[src/logic/adcc_pkg.sv]
// Purpose: Shared constants and types for the converter control block
// Assumes: Avalon-MM word addressing by byte, 32-bit data
// Notes:   i_clk stands in for the oscillator clock
package adcc_pkg;

  // --------------------------------------------------------------
  // Register map
  // --------------------------------------------------------------
  localparam int ADDR_W = 4;
  localparam int DATA_W = 32;
  localparam logic [3:0] ADDR_CS = 4'h0;
  localparam logic [3:0] ADDR_RESULT = 4'h4;
  localparam logic [3:0] ADDR_IRQEN = 4'h8;
  localparam logic [3:0] ADDR_PINS = 4'hC;

  // --------------------------------------------------------------
  // Field layout
  // --------------------------------------------------------------
  localparam int BIT_CHAN_LO = 0;
  localparam int BIT_CHAN_HI = 2;
  localparam int BIT_START = 3;
  localparam int BIT_DONE = 4;
  localparam int BIT_ENABLE = 5;
  localparam int BIT_IRQEN = 0;
  localparam int NUM_CHAN = 5;
  localparam logic [7:0] CS_RSVD = 8'hC0;
  localparam logic [2:0] CHAN_RST = 3'h0;
  localparam logic [7:0] RESULT_RST = 8'h00;
  localparam logic [4:0] PINS_ALL = 5'h1F;

  // --------------------------------------------------------------
  // Timing
  // --------------------------------------------------------------
  localparam int OSC_PER_MC = 12;
  localparam int CONV_MC = 40;
  localparam logic [3:0] PRE_LAST = 4'(OSC_PER_MC - 1);
  localparam logic [5:0] MC_LAST = 6'(CONV_MC - 1);
  localparam logic [8:0] CONV_CLKS = 9'(CONV_MC * OSC_PER_MC);

  // Gray order along idle, busy, completing, done
  typedef enum logic [1:0] {
    ST_IDLE = 2'h0,
    ST_BUSY = 2'h1,
    ST_POST = 2'h3,
    ST_DONE = 2'h2
  } adcc_state_t;

  // Channel code to one-hot pin mask; codes above 4 select nothing
  function automatic logic [4:0] adcc_onehot(input logic [2:0] sel);
    logic [4:0] m;
    m = 5'h00;
    case (sel)
      3'h0: m = 5'h01;
      3'h1: m = 5'h02;
      3'h2: m = 5'h04;
      3'h3: m = 5'h08;
      3'h4: m = 5'h10;
      default: m = 5'h00;
    endcase
    return m;
  endfunction

endpackage
[src/logic/adcc_conv_timer.sv]
// Purpose: Machine-cycle timer that paces one conversion
// Assumes: i_run stays high for the whole conversion
// Notes:   o_last is combinational, high in the final busy cycle
module adcc_conv_timer
  import adcc_pkg::*;
(
  input wire logic i_clk,
  input wire logic i_rst_b,
  input wire logic i_run,
  output logic o_last
);

  logic [3:0] pre_q;
  logic [3:0] pre_d;
  logic [5:0] mc_q;
  logic [5:0] mc_d;
  logic pre_wrap;

  // --------------------------------------------------------------
  // Prescale and machine-cycle count
  // --------------------------------------------------------------
  assign pre_wrap = (pre_q == PRE_LAST);
  assign o_last = i_run && pre_wrap && (mc_q == MC_LAST);
  // Dropping i_run restarts from zero, which is how abort works
  assign pre_d = !i_run ? 4'h0 : (pre_wrap ? 4'h0 : pre_q + 4'h1);
  assign mc_d = !i_run ? 6'h00 : (pre_wrap ? mc_q + 6'h01 : mc_q);

  always_ff @(posedge i_clk or negedge i_rst_b) begin
    if (!i_rst_b) begin
      pre_q <= 4'h0;
      mc_q <= 6'h00;
    end else begin
      pre_q <= pre_d;
      mc_q <= mc_d;
    end
  end

endmodule

[src/logic/adcc_ctrl.sv]
// Purpose: Converter control, status and result over Avalon-MM
// Assumes: Analog core presents i_sample_data when a conversion ends
// Notes:   One wait state on every access; read data registered
//
// Our own choices: the register offsets and the Avalon-MM slave port.
module adcc_ctrl
  import adcc_pkg::*;
(
  input wire logic i_clk,
  input wire logic i_rst_b,
  input wire logic [ADDR_W-1:0] i_address,
  input wire logic i_read,
  input wire logic i_write,
  input wire logic [DATA_W-1:0] i_writedata,
  input wire logic [3:0] i_byteenable,
  output logic [DATA_W-1:0] o_readdata,
  output logic o_waitrequest,
  input wire logic [7:0] i_sample_data,
  input wire logic [NUM_CHAN-1:0] i_pin_level,
  input wire logic i_idle_mode,
  input wire logic i_pdown_mode,
  output logic o_irq,
  output logic o_conv_active,
  output logic [2:0] o_chan_sel,
  output logic o_converter_enable,
  output logic [NUM_CHAN-1:0] o_pin_digital_en
);

  adcc_state_t state_q;
  adcc_state_t state_d;
  logic wait_q;
  logic [DATA_W-1:0] rdata_q;
  logic en_q;
  logic ien_q;
  logic [2:0] chan_q;
  logic [7:0] result_q;
  logic irq_q;
  logic active_q;
  logic [NUM_CHAN-1:0] dig_en_q;
  logic [8:0] busy_len_q;
  logic [8:0] busy_len_d;

  // --------------------------------------------------------------
  // Bus decode
  // --------------------------------------------------------------
  logic req;
  logic acc;
  logic wr_acc;
  logic rd_acc;
  logic lane0;
  logic cs_wr;
  logic ien_wr;
  logic result_rd;
  logic conv_start_bit;
  logic conv_done_flag;
  logic abort;
  logic start_req;
  logic chan_wr;
  logic conv_last;
  logic [4:0] chan_mask;
  logic [7:0] cs_view;
  logic [NUM_CHAN-1:0] pin_view;
  logic [NUM_CHAN-1:0] dig_en_d;
  logic [DATA_W-1:0] rd_mux;

  assign req = i_read || i_write;
  // Access completes in the cycle where waitrequest reads low
  assign acc = req && !wait_q;
  assign wr_acc = acc && i_write;
  assign rd_acc = acc && i_read;
  assign lane0 = i_byteenable[0];
  assign cs_wr = wr_acc && lane0 && (i_address == ADDR_CS);
  assign ien_wr = wr_acc && lane0 && (i_address == ADDR_IRQEN);
  assign result_rd = rd_acc && (i_address == ADDR_RESULT);

  // --------------------------------------------------------------
  // Status view
  // --------------------------------------------------------------
  assign conv_start_bit = (state_q == ST_BUSY);
  assign conv_done_flag = (state_q == ST_DONE);
  assign abort = i_idle_mode || i_pdown_mode;
  assign chan_mask = adcc_onehot(chan_q);
  assign cs_view = CS_RSVD | {2'h0, en_q, conv_done_flag,
                              conv_start_bit, chan_q};
  // Selected channel reads high while the converter owns it
  assign pin_view = i_pin_level | (en_q ? chan_mask : 5'h00);
  assign dig_en_d = en_q ? ~chan_mask : PINS_ALL;

  assign rd_mux =
    (i_address == ADDR_CS) ? {24'h000000, cs_view} :
    (i_address == ADDR_RESULT) ? {24'h000000, result_q} :
    (i_address == ADDR_IRQEN) ? {31'h00000000, ien_q} :
    (i_address == ADDR_PINS) ? {27'h0000000, pin_view} :
    32'h00000000;

  // --------------------------------------------------------------
  // Start and channel control
  // --------------------------------------------------------------
  // Start is honoured only from idle; elsewhere it is simply lost
  assign start_req = cs_wr && i_writedata[BIT_START] && en_q
                     && !abort;
  assign chan_wr = cs_wr && (state_q == ST_IDLE);

  adcc_conv_timer u_timer (
    .i_clk(i_clk),
    .i_rst_b(i_rst_b),
    .i_run(conv_start_bit),
    .o_last(conv_last)
  );

  // --------------------------------------------------------------
  // Sequencer
  // --------------------------------------------------------------
  always_comb begin
    state_d = state_q;
    case (state_q)
      ST_IDLE: begin
        if (start_req) begin
          state_d = ST_BUSY;
        end
      end
      ST_BUSY: begin
        // Starts here are ignored; software cannot clear start
        if (abort) begin
          state_d = ST_IDLE;
        end else if (conv_last) begin
          state_d = ST_POST;
        end
      end
      ST_POST: begin
        state_d = ST_DONE;
      end
      ST_DONE: begin
        // Starts refused; idle entry leaves result alone
        if (result_rd) begin
          state_d = ST_IDLE;
        end
      end
      default: begin
        state_d = ST_IDLE;
      end
    endcase
  end

  assign busy_len_d = conv_start_bit ? busy_len_q + 9'h001 :
                      (state_q == ST_POST) ? busy_len_q : 9'h000;

  always_ff @(posedge i_clk or negedge i_rst_b) begin
    if (!i_rst_b) begin
      state_q <= ST_IDLE;
      busy_len_q <= 9'h000;
    end else begin
      state_q <= state_d;
      busy_len_q <= busy_len_d;
    end
  end

  // --------------------------------------------------------------
  // Registers
  // --------------------------------------------------------------
  always_ff @(posedge i_clk or negedge i_rst_b) begin
    if (!i_rst_b) begin
      en_q <= 1'b0;
      ien_q <= 1'b0;
      chan_q <= CHAN_RST;
    end else begin
      if (cs_wr) begin
        en_q <= i_writedata[BIT_ENABLE];
      end
      if (ien_wr) begin
        ien_q <= i_writedata[BIT_IRQEN];
      end
      if (chan_wr) begin
        chan_q <= i_writedata[BIT_CHAN_HI:BIT_CHAN_LO];
      end
    end
  end

  // Captured once per conversion, so a held result cannot change
  always_ff @(posedge i_clk or negedge i_rst_b) begin
    if (!i_rst_b) begin
      result_q <= RESULT_RST;
    end else if (state_q == ST_POST) begin
      result_q <= i_sample_data;
    end
  end

  // --------------------------------------------------------------
  // Bus answer
  // --------------------------------------------------------------
  always_ff @(posedge i_clk or negedge i_rst_b) begin
    if (!i_rst_b) begin
      wait_q <= 1'b1;
      rdata_q <= 32'h00000000;
    end else begin
      wait_q <= !(req && wait_q);
      if (req && wait_q) begin
        rdata_q <= rd_mux;
      end
    end
  end

  // --------------------------------------------------------------
  // Output flops
  // --------------------------------------------------------------
  always_ff @(posedge i_clk or negedge i_rst_b) begin
    if (!i_rst_b) begin
      irq_q <= 1'b0;
      active_q <= 1'b0;
      dig_en_q <= PINS_ALL;
    end else begin
      irq_q <= conv_done_flag && ien_q;
      active_q <= conv_start_bit;
      dig_en_q <= dig_en_d;
    end
  end

  assign o_readdata = rdata_q;
  assign o_waitrequest = wait_q;
  assign o_irq = irq_q;
  assign o_conv_active = active_q;
  assign o_chan_sel = chan_q;
  assign o_converter_enable = en_q;
  assign o_pin_digital_en = dig_en_q;

  // --------------------------------------------------------------
  // Checks
  // --------------------------------------------------------------
  a_start_done_excl: assert property (
    @(posedge i_clk) disable iff (!i_rst_b)
    !(conv_start_bit && conv_done_flag))
    else $error("start and done both set");

  a_conv_length: assert property (
    @(posedge i_clk) disable iff (!i_rst_b)
    (state_q == ST_POST) |-> (busy_len_q == CONV_CLKS))
    else $error("conversion length wrong");

  a_irq_follows: assert property (
    @(posedge i_clk) disable iff (!i_rst_b)
    (conv_done_flag && ien_q) |=> o_irq)
    else $error("irq missing while done and enabled");

  a_chan_locked: assert property (
    @(posedge i_clk) disable iff (!i_rst_b)
    (cs_wr && state_q != ST_IDLE) |=> $stable(chan_q))
    else $error("channel changed while not idle");

  a_start_dropped: assert property (
    @(posedge i_clk) disable iff (!i_rst_b)
    (cs_wr && conv_done_flag && !result_rd)
      |=> conv_done_flag ##1 (state_q != ST_BUSY))
    else $error("blocked start not dropped");

  a_busy_ignores: assert property (
    @(posedge i_clk) disable iff (!i_rst_b)
    (conv_start_bit && cs_wr && !abort && !conv_last)
      |=> conv_start_bit && (busy_len_q == $past(busy_len_q) + 9'h001))
    else $error("start disturbed a running conversion");

  a_result_held: assert property (
    @(posedge i_clk) disable iff (!i_rst_b)
    conv_done_flag |=> $stable(result_q))
    else $error("result changed while done set");

  a_read_clears: assert property (
    @(posedge i_clk) disable iff (!i_rst_b)
    (result_rd && conv_done_flag) |=> !conv_done_flag)
    else $error("result read did not clear done");

  a_abort_idle: assert property (
    @(posedge i_clk) disable iff (!i_rst_b)
    (conv_start_bit && abort) |=> (state_q == ST_IDLE))
    else $error("conversion not aborted");

  a_idle_keeps: assert property (
    @(posedge i_clk) disable iff (!i_rst_b)
    (conv_done_flag && i_idle_mode && !result_rd) |=> conv_done_flag)
    else $error("idle lost completed result");

  a_pin_forced: assert property (
    @(posedge i_clk) disable iff (!i_rst_b)
    (req && wait_q && i_address == ADDR_PINS && en_q)
      |=> ((o_readdata[NUM_CHAN-1:0] & $past(chan_mask))
           == $past(chan_mask)))
    else $error("selected pin not read as one");

  a_idle_accepts: assert property (
    @(posedge i_clk) disable iff (!i_rst_b)
    (state_q == ST_IDLE && start_req) |=> conv_start_bit)
    else $error("start from idle not accepted");

  a_busy_reported: assert property (
    @(posedge i_clk) disable iff (!i_rst_b)
    (req && wait_q && i_address == ADDR_CS && conv_start_bit)
      |=> (o_readdata[BIT_START] && !o_readdata[BIT_DONE]))
    else $error("busy not reported on read");

  a_done_refuses: assert property (
    @(posedge i_clk) disable iff (!i_rst_b)
    (conv_done_flag && start_req) |=> !conv_start_bit)
    else $error("start accepted while done set");

  a_start_sticky: assert property (
    @(posedge i_clk) disable iff (!i_rst_b)
    (conv_start_bit && !abort && !conv_last) |=> conv_start_bit)
    else $error("start bit cleared early");

  a_digital_free: assert property (
    @(posedge i_clk) disable iff (!i_rst_b)
    !en_q |=> (o_pin_digital_en == PINS_ALL))
    else $error("pins not free while disabled");

  a_result_loaded: assert property (
    @(posedge i_clk) disable iff (!i_rst_b)
    (state_q == ST_POST) |=> (result_q == $past(i_sample_data)))
    else $error("result not stored at completion");

  a_irq_clears: assert property (
    @(posedge i_clk) disable iff (!i_rst_b)
    !conv_done_flag |=> !o_irq)
    else $error("irq high without done flag");

endmodule

[config.mk]
export PLATFORM = sky130hd
export DESIGN_NAME = adcc_ctrl
export DESIGN_NICKNAME = d
export VERILOG_FILES = /design/src/logic/adcc_pkg.sv /design/src/logic/adcc_conv_timer.sv /design/src/logic/adcc_ctrl.sv
export SDC_FILE = /design/constraint.sdc
export NUM_CORES = 1
export LEC_CHECK = 0
export BUFFER_PORTS_ARGS = -buffer_cell sky130_fd_sc_hd__buf_2
export CORE_MARGIN = 4
export CORE_UTILIZATION = 45
export DETAILED_ROUTE_END_ITERATION = 8
export GPL_TIMING_DRIVEN = 0
export MAX_ROUTING_LAYER = met4
export PLACE_DENSITY = 0.9
export REMOVE_ABC_BUFFERS = 1
export SYNTH_ARGS = -nofsm -noshare
export SYNTH_HDL_FRONTEND = slang
export SYNTH_SLANG_ARGS = --single-unit
[constraint.sdc]
create_clock -name i_clk -period 1.9 [get_ports i_clk]
set_input_delay 0.285 -clock i_clk [delete_from_list [all_inputs] [get_ports i_clk]]
set_output_delay 0.285 -clock i_clk [all_outputs]
set_load 0.01 [all_outputs]
== Yosys cells after proc, flatten, opt, wreduce, memory -nomap -nowiden ==
Cells that the tools add are included.
Storage, ports and cells
  bits of input ports: 59
  logic and storage cells: 72
  bits in registers: 65
  output and inout port bits: 44
Operators by class
  equal/unequal tests: 16
  mux-type cells: 16
  bitwise gates (word level): 2
  $add $sub $neg: 2
  reductions and logical operators: 24
Operator list (number)
  case mux 5 bit (5 select lines): 1
  two-way mux 5 bit: 4
  two-way mux 8 bit: 2
  logical AND 1 bit: 15
  == test 4 bit (second input constant): 3
  two-way mux 6 bit: 2
  two-way mux 2 bit: 4
  two-way mux 4 bit: 2
  case mux 2 bit (4 select lines): 1
  adder 6 x 1 -> 6 bit (second input constant): 1
  == test 3 x 2 -> 1 bit (second input constant): 2
  == test 6 bit (second input constant): 1
  inverter 5 bit: 1
  bitwise OR 5 bit: 1
  adder 4 x 1 -> 4 bit (second input constant): 1
  == test 2 bit (second input constant): 2
  == test 4 x 3 -> 1 bit (second input constant): 1
  zero test 4 bit: 1
  != test 2 bit (second input constant): 2
  == test 3 x 1 -> 1 bit (second input constant): 1
  == test 3 bit (second input constant): 1
  zero test 1 bit: 3
  zero test 3 bit: 1
  != test 3 x 1 -> 1 bit (second input constant): 1
  other kinds (5): 6

== Longest topological paths before layout ==
Gate-level depths: netlist (run 1).
  depth in word-level cells: 10
  mapped depth: 5
  mapped depth without buffers: 5

== Modules after synthesis ==
Synthesis (run 1) repeated with hierarchy kept, for this count alone.
Unflattened totals
  cell total of the unflattened synthesis: 186
  area, all modules: 2087.0 um^2
Modules (own cells, without submodules)
  adcc_ctrl: cells an instance 140, area an instance 1571.5 um^2, times used 1, sequential area each 783.3 um^2
  adcc_conv_timer: cells an instance 46, area an instance 515.5 um^2, times used 1, sequential area each 250.2 um^2

== Least setup slack after synthesis (run 1) ==
OpenSTA, ideal clock, no wires.
  path type: register to register
  from: register wait_q, in the netlist o_waitrequest
  to: register rdata_q[4], in the netlist o_readdata[4]
  arrival time: 1.413 ns
  path slack: 0.377 ns
  buffers on the path: 0
  data required time: 1.790 ns
  clock period less this slack: 1.523 ns
  stages on the path, launching flop included: 5
  setup time: 0.110 ns
  cell sequence: dfstp_2 -> o21ai_1 -> nor3_1 -> o21ai_0 -> o41ai_1
Between the ends
  cells in the longest elaborated chain, start to end: 1
Ends and longest elaborated chain
  start: declaration: RTL line adcc_ctrl.sv:31  | logic wait_q;
  start signal: assignment: RTL line adcc_ctrl.sv:196  | wait_q <= !(req && wait_q);
  logical AND 1 bit: RTL line adcc_ctrl.sv:197  | if (req && wait_q) begin
  end signal: assignment: RTL line adcc_ctrl.sv:198  | rdata_q <= rd_mux;
  end: declaration: RTL line adcc_ctrl.sv:32  | logic [DATA_W-1:0] rdata_q;
No other way between the ends.
A chain may end at the register's enable or synchronous reset.

== Worst setup path after layout (run 1) ==
Ends and elaborated chain as after synthesis.

==> results of run 1 <==
-- area by class of cell --
cell class | instances | area [µm²] | share of cell area [%]
multi-input combinational | 130 | 875 | 37.3
clock inverter | 1 | 30.0 | 1.28
inverter | 4 | 15.0 | 0.640
clock buffer | 7 | 86.3 | 3.68
timing repair buffer | 48 | 240 | 10.2
tap | 52 | 65.1 | 2.77
sequential | 41 | 1030 | 44.1
-- repair_timing --
item / 4_1_cts / 5_1_grt
gates cloned: 0 / 0
endpoints found under the setup margin: 2 / 1
hold buffers: 0 / 0
endpoints found under the hold margin: 0 / 0
resized for setup: 1 / 2
-- routing by layer --
layer	GRT usage (%)	wire (µm)	vias to the layer above
met5	-	0	-
met4	7.31	91	0
met3	6.14	386	10
met2	27.3	2130	62
met1	17.8	1560	716
li1	-	-	679
-- worst max-delay path, stage by stage, from the launching register on --
cell	delay [ns]
dfstp_2	0.56
o21ai_2	0.19
nor3_4	0.27
o21ai_0	0.13
o41ai_1	0.32
-- per-stage QoR --
step,utilization (%),TNS [ns],cell area [µm²],power (W)
after floorplan,-,0,1910,0.00109
after global placement,50.8,-0.124,2210,0.00120
after detailed placement,50.8,-0.288,2210,0.00121
after CTS,53.6,0,2330,0.00192
after global routing,53.9,0,2340,0.00200
final,53.9,0,2340,0.00191
-- power by group --
| group | switching [W] | internal, W | total (W) |
|---|---|---|---|
| Sequential | 0.0000400 | 0.000921 | 0.000961 |
| Combinational | 0.000135 | 0.0000973 | 0.000232 |
| Clock | 0.000293 | 0.000428 | 0.000722 |
| Total | 0.000468 | 0.00145 | 0.00191 |
-- how the worst min path moves through the flow --
stage | to | cells past startpoint | slack [ns] | start
2_1_floorplan | ien_q | 0 | -0.01 | i_rst_b
3_3_place_gp | o_chan_sel[1] | 1 | 0.44 | i_rst_b
3_5_place_dp | o_chan_sel[2] | 1 | 0.45 | i_rst_b
4_1_cts | o_chan_sel[2] | 1 | 0.12 | i_rst_b
5_1_grt | o_chan_sel[2] | 1 | 0.15 | i_rst_b
6_report | o_chan_sel[2] | 1 | 0.09 | i_rst_b
-- state kept, by name, indices dropped and copies added, names as in the netlist, 2 cells and up --
name	flops
u_timer.pre_q	4
o_chan_sel	3
o_pin_digital_en	5
o_readdata	8
result_q	8
u_timer.mc_q	6
state_q	2
-- cell usage after synthesis --
library cell   n  area share (%)
inv_1          4            0.74
or4_4          1            0.56
dfrtp_1       35              43
a21oi_1        2            0.50
o22ai_1        1            0.31
o31ai_1        5             1.9
clkbuf_1       4            0.74
a32o_1         2            0.99
nor4bb_1       1            0.50
and4b_1        1            0.50
nor2_1        15             2.8
or4b_2         1            0.50
a22oi_1        1            0.37
dfstp_2        6             7.8
mux2i_1        2            0.99
xnor2_1        3             1.3
nand2_1       10             1.9
and3b_1        1            0.43
ha_1           2             1.2
o21ai_1        1            0.25
nand2_4        1            0.56
nand3b_1       4             1.5
or4b_1         1            0.50
xor2_1         3             1.3
conb_1         1            0.19
o41ai_1        1            0.43
o221ai_1       1            0.43
mux2_4         3             2.2
nand2b_1       2            0.62
nor2_4         1            0.56
nand3_1        5             1.2
nor3_1         3            0.74
nor2b_1        7             2.2
buf_4         24             8.9
a31oi_1        4             1.2
mux2_2        10             5.6
and2_1         2            0.62
o21ai_0        3            0.74
and3_1         1            0.31
a22o_1         1            0.43
nand3b_4       1            0.99
nand4_1        1            0.31
or3_2          1            0.37
or3_1          1            0.31
-- kinds of logic after synthesis --
logic type,share of synthesized area (%)
compound gates,7.57
xor+xnor,2.61
fa+ha+maj,1.24
buf+inv,10.4
flops,51.2
mux,8.81
other cells,0.186
simple gates,17.9
-- cell usage in the layout (no fill, tap or decap), types with 3 or more instances in the layout --
| cell type | instances |
|---|---|
| nand3b_1 | 4 |
| inv_1 | 4 |
| conb_1 | 24 |
| nand3_1 | 5 |
| o31ai_1 | 5 |
| mux2_4 | 3 |
| clkbuf_8 | 6 |
| dfstp_2 | 6 |
| nor2b_1 | 7 |
| dfrtp_1 | 35 |
| o21ai_0 | 3 |
| xor2_1 | 3 |
| mux2_2 | 10 |
| buf_2 | 48 |
| a31oi_1 | 4 |
| nor2_1 | 15 |
| xnor2_1 | 3 |
| nand2_1 | 10 |
==> reports/metrics.csv, run 1 <==
stage;metric;value;unit
critical_path;crit path launch;o_waitrequest;
critical_path;critical path class;reg -> reg;
routing;DRC Markers;0;
clock_network;TritonCTS buffer count;5;
yosys;#FFs+latches synth;41;
clock_network;CTS clk-pin slew, worst paths;0.08;ns
power;Pwr Density;817;mW/mm²
routing;drt total wl;4170;µm
sta;RSZ-0062 raised after global routing;false;
sta;part of the cycle the worst path needs;82.9;%
sta;Max-slew headroom;42.3;%
critical_path;critical path data arrival time;1.77;ns
critical_path;CP Launch Type;register;
routing;vias per inst;5.18;
floorplan;area of the core;0.00435;mm²
critical_path;RR Endpoint;o_readdata[4];
routing;total number of vias;1467;
clock_network;Post-CTS Setup Bufs;0;
routing;violation count after the first detailed-route iteration;73;
grt;gr usage total;16.6;%
floorplan;Starting Density;46.3;%
layout;Ant. Diodes;0;
sta;min Tclk post-route;1.57;ns
layout;share of layout cells above drive strength 1;35.5;%
clock_network;clk_lat worst skew;0.30;ns
layout;synth-to-layout area growth;16.3;%
grt;largest net degree at the start of global routing;42;
yosys;yosys warns;0;
layout;final non-filler cell total;283;
critical_path;CP required;2.09;ns
critical_path;crit path max fanout;14;
placed_design;HPWL Detailed;3140;µm
critical_path;FF-to-FF Start;o_waitrequest;
placed_design;PortBufs;48;
yosys;post-synthesis cell area;0.00202;mm²
yosys;syn_area_per_cell;11.2;µm²
routing;DR pass1 iterations;4;
sta;Least-Margin Pin Slew;0.866;ns
hold_path;Hold WC Path Type;in -> async;
floorplan;Die ar.;0.00562;mm²
sta;final hold vios;0;
critical_path;Setup crit end kind;register;
placed_design;dpl ws;-0.225;ns
sta;worst hold slack;0.0906;ns
floorplan;Die Wd;75.0;µm
sta;final setup margin;0.325;ns
yosys;Seq/Total Area, Yosys;51.2;%
grt;grt total ovfl;0;
placed_design;routability cong.;0.862;
clock_network;CTS tree;done;
layout;FILL cells;384;
sta;Max Transition Viols Final;0;
floorplan;I/O pins;103;
power;Leakage;1.16;nW
grt;number of global-route vias before repair;1475;
clock_network;H-tree depth;2;
sta;Max Clock Freq;635;MHz
sta;clock skew;0.0122;ns
power;Peak VDD IR;282;µV
grt;first-pass GRT wire length;6690;µm
yosys;synth unique cells;44;
routing;post-route ant nets;0;
sta;# setup viols final;0;
clock_network;Clock Root Buffer;clkbuf_8;
floorplan;Die Y;75.0;µm
grt;initial antenna violation count;0;
clock_network;CTS sink cnt;41;
job;max cap viols;0;
placed_design;placed cells;275;
critical_path;crit path capture;o_readdata[4];
run_status;status;completed;
floorplan;cell row count;24;
critical_path;path depth of the worst reg2reg path;4;
critical_path;register-to-register setup slack;0.33;ns
yosys;cells after synthesis;180;
layout;Nets;291;
routing;Routed WL per cell;14.7;µm
clock_network;Bufs on Longest Clock Path;2;
(Power assumes the default switching activity.)
==> run 2: changes to the inputs <==
--- a/config.mk
+++ b/config.mk
@@ -7,11 +7,11 @@
 export LEC_CHECK = 0
 export BUFFER_PORTS_ARGS = -buffer_cell sky130_fd_sc_hd__buf_2
 export CORE_MARGIN = 4
-export CORE_UTILIZATION = 45
+export CORE_UTILIZATION = 41
 export DETAILED_ROUTE_END_ITERATION = 8
 export GPL_TIMING_DRIVEN = 0
 export MAX_ROUTING_LAYER = met4
-export PLACE_DENSITY = 0.9
+export PLACE_DENSITY = 0.87
 export REMOVE_ABC_BUFFERS = 1
 export SYNTH_ARGS = -nofsm -noshare
 export SYNTH_HDL_FRONTEND = slang
==> constraint.sdc (replaced) <==
create_clock -name i_clk -period 1.4 [get_ports i_clk]
set_input_delay 0.21 -clock i_clk [delete_from_list [all_inputs] [get_ports i_clk]]
set_output_delay 0.21 -clock i_clk [all_outputs]
set_load 0.01 [all_outputs]
==> run 2 against run 1 <==
  * The flow now finishes with violations (negative setup slack)
  * Final area increased by 5.6%
  * Critical path depth decreased by 1
  * Die area increased by 8.7%
  * Critical path type unchanged
  * Largest power group unchanged
  * Clock skew decreased by 0.0059 ns
  * Largest cell class unchanged
  * Sequential share of layout area decreased by 2.3 points
==> reports/metrics.csv, run 2 (same netlist as run 1, synthesis figures left out) <==
stage;metric;value;unit;change
routing;DRC Markers;0;;unchanged
floorplan;Die Y;78.1;µm;was 75.0 µm
placed_design;HPWL Detailed;3040;µm;was 3140 µm
sta;final setup margin;-0.0272;ns;was 0.325 ns
run_status;status;finished with violations;;was completed
placed_design;placed inst area;0.00223;mm²;was 0.00221 mm²
clock_network;H-tree depth;2;;unchanged
routing;vias per inst;4.86;;was 5.18
layout;most common cell after layout, fill and taps aside;buf_2;;unchanged
power;power share of the clock group;33.8;%;was 37.7%
power;Reg power frac;52.4;%;was 50.2%
clock_network;clk_lat worst skew;0.30;ns;about the same
sta;part of the cycle the worst path needs;102;%;was 82.9%
grt;met1 Use GR;16.4;%;was 17.8%
power;overall power;0.00250;W;was 0.00191 W
clock_network;TritonCTS buffer count;5;;unchanged
placed_design;routability cong.;0.851;;was 0.862
sta;Fin Setup TNS;-0.0272;ns;was 0 ns
routing;drt total wl;4340;µm;was 4170 µm
floorplan;Starting Density;42.4;%;was 46.3%
sta;Max-slew headroom;42.4;%;was 42.3%
floorplan;I/O pins;103;;unchanged
layout;post-layout instance area;0.00248;mm²;was 0.00234 mm²
sta;min Tclk post-route;1.43;ns;was 1.57 ns
grt;grt met3 use;5.05;%;was 6.14%
grt;gr busiest metal;met2;;unchanged
critical_path;CP required;1.58;ns;was 2.09 ns
grt;gr usage total;14.5;%;was 16.6%
routing;violation count after the first detailed-route iteration;76;;was 73
grt;initial antenna violation count;0;;unchanged
sta;Max Clock Freq;701;MHz;was 635 MHz
critical_path;crit path max fanout;4;;was 14
power;Int Pwr;0.00185;W;was 0.00145 W
critical_path;Setup crit end kind;register;;unchanged
floorplan;Die Wd;78.1;µm;was 75.0 µm
sta;clock skew;0.00629;ns;was 0.0122 ns
sta;RSZ-0062 raised after global routing;true;;was false
sta;Least-Margin Pin Slew;0.865;ns;was 0.866 ns
clock_network;CTS tree;done;;unchanged
sta;# setup viols final;1;;was 0
layout;share of layout cells above drive strength 1;41.7;%;was 35.5%
hold_path;Hold WC Path Type;in -> async;;unchanged
clock_network;Bufs on Longest Clock Path;2;;unchanged
grt;largest net degree at the start of global routing;42;;unchanged
layout;Nets;302;;was 291
grt;grt total ovfl;0;;unchanged
routing;post-route ant nets;0;;unchanged
floorplan;area of the core;0.00475;mm²;was 0.00435 mm²
routing;total number of vias;1503;;was 1467
clock_network;CTS clk-pin slew, worst paths;0.08;ns;about the same
routing;DR pass1 iterations;4;;unchanged
placed_design;PortBufs;48;;unchanged
grt;grt met2 use;24.1;%;was 27.3%
sta;Max Transition Viols Final;0;;unchanged
layout;FILL cells;434;;was 384
critical_path;critical path class;reg -> reg;;unchanged
power;Pwr Density;1010;mW/mm²;was 817 mW/mm²
run_status;failing checks;negative setup slack;;
floorplan;Die ar.;0.00611;mm²;was 0.00562 mm²
layout;Ant. Diodes;0;;unchanged
clock_network;Clock Root Buffer;clkbuf_8;;unchanged
layout;final non-filler cell total;309;;was 283
sta;final hold vios;0;;unchanged
job;max cap viols;0;;unchanged
critical_path;CP Launch Type;register;;unchanged
power;Leakage;1.23;nW;was 1.16 nW
layout;final core utilization;52.1;%;was 53.9%
power;switching power;0.000645;W;was 0.000468 W
power;logic gate share of total power;13.9;%;was 12.1%
grt;number of global-route vias before repair;1419;;was 1475
power;Peak VDD IR;347;µV;was 282 µV
critical_path;critical path data arrival time;1.61;ns;was 1.77 ns
layout;leading cell types in the layout, fill and taps excluded;buf_2 (48), dfrtp_1 (34), conb_1 (24), nor2_1 (14), buf_4 (11);;was buf_2 (48), dfrtp_1 (35), conb_1 (24), nor2_1 (15)
layout;synth-to-layout area growth;22.8;%;was 16.3%
grt;first-pass GRT wire length;6670;µm;was 6690 µm
placed_design;placed cells;290;;was 275
routing;Routed WL per cell;14.0;µm;was 14.7 µm
floorplan;cell row count;25;;was 24
clock_network;CTS sink cnt;41;;unchanged
power;Sw Ratio;25.8;%;was 24.4%
run 2: cell count changes in the layout (fill, tap and decap cells not counted), sizes merged:
| cell | change |
|---|---|
| buf | +11 |
| bufinv | -1 |
| clkinv | +1 |
run 2: cell type report:
cell class                 count  area, µm²  area share (%)
sequential                    41       1030            41.8
inverter                       4       15.0           0.606
multi-input combinational    130        918            37.1
clock inverter                 1       5.00           0.202
clock buffer                   7       96.3            3.89
timing repair buffer          59        323            13.0
tap                           67       83.8            3.39
run 2: critical path, stage by stage (launching register included):
cell      delay [ns]
dfstp_2         0.40
nand3b_4        0.16
or4b_1          0.47
mux2_2          0.28
run 2: metrics by stage:
stage	hold slack, ns	setup slack (ns)
after global placement	0.365	-0.561
after global routing	0.0868	-0.0788
final	0.0222	-0.0272
after detailed placement	0.375	-0.617
after CTS	0.0494	-0.0492
after floorplan	-0.0856	-0.291
run 2: metal layers:
layer  share of wire [%]  up-vias
li1                    -      701
met1                  39      737
met2                  51       60
met3                 9.1        5
met4                0.97        0
met5                   0        -
run 2: final timing paths:
check                                       from             to  slack, ns  depth (start not counted)
worst max-delay path               o_waitrequest          ien_q      -0.03                          3
worst min-delay path                     i_rst_b  o_readdata[1]       0.02                          1
worst max register to register     o_waitrequest          ien_q      -0.03                          3
worst min register to register     o_readdata[7]  o_readdata[7]       0.49                          2
max in group asynchronous                i_rst_b     state_q[0]       0.78                          1
min in group i_clk              i_sample_data[1]    result_q[1]       0.14                          2
run 2: power by group through the flow:
stage | registers [W] | clock network [W] | logic, W
after detailed placement | 0.00133 | 0 | 0.000309
after CTS | 0.00130 | 0.000855 | 0.000319
after floorplan | 0.00133 | 0 | 0.000146
final | 0.00131 | 0.000843 | 0.000346
after global routing | 0.00132 | 0.000906 | 0.000380
after global placement | 0.00132 | 0 | 0.000303
run 2: repair_timing:
| item | CTS | global route |
|---|---|---|
| resized for setup | 5 | 9 |
| hold buffers | 0 | 0 |
| setup buffers | 3 | 8 |
| pin swaps | 4 | 5 |
| setup endpoints to repair | 9 | 10 |
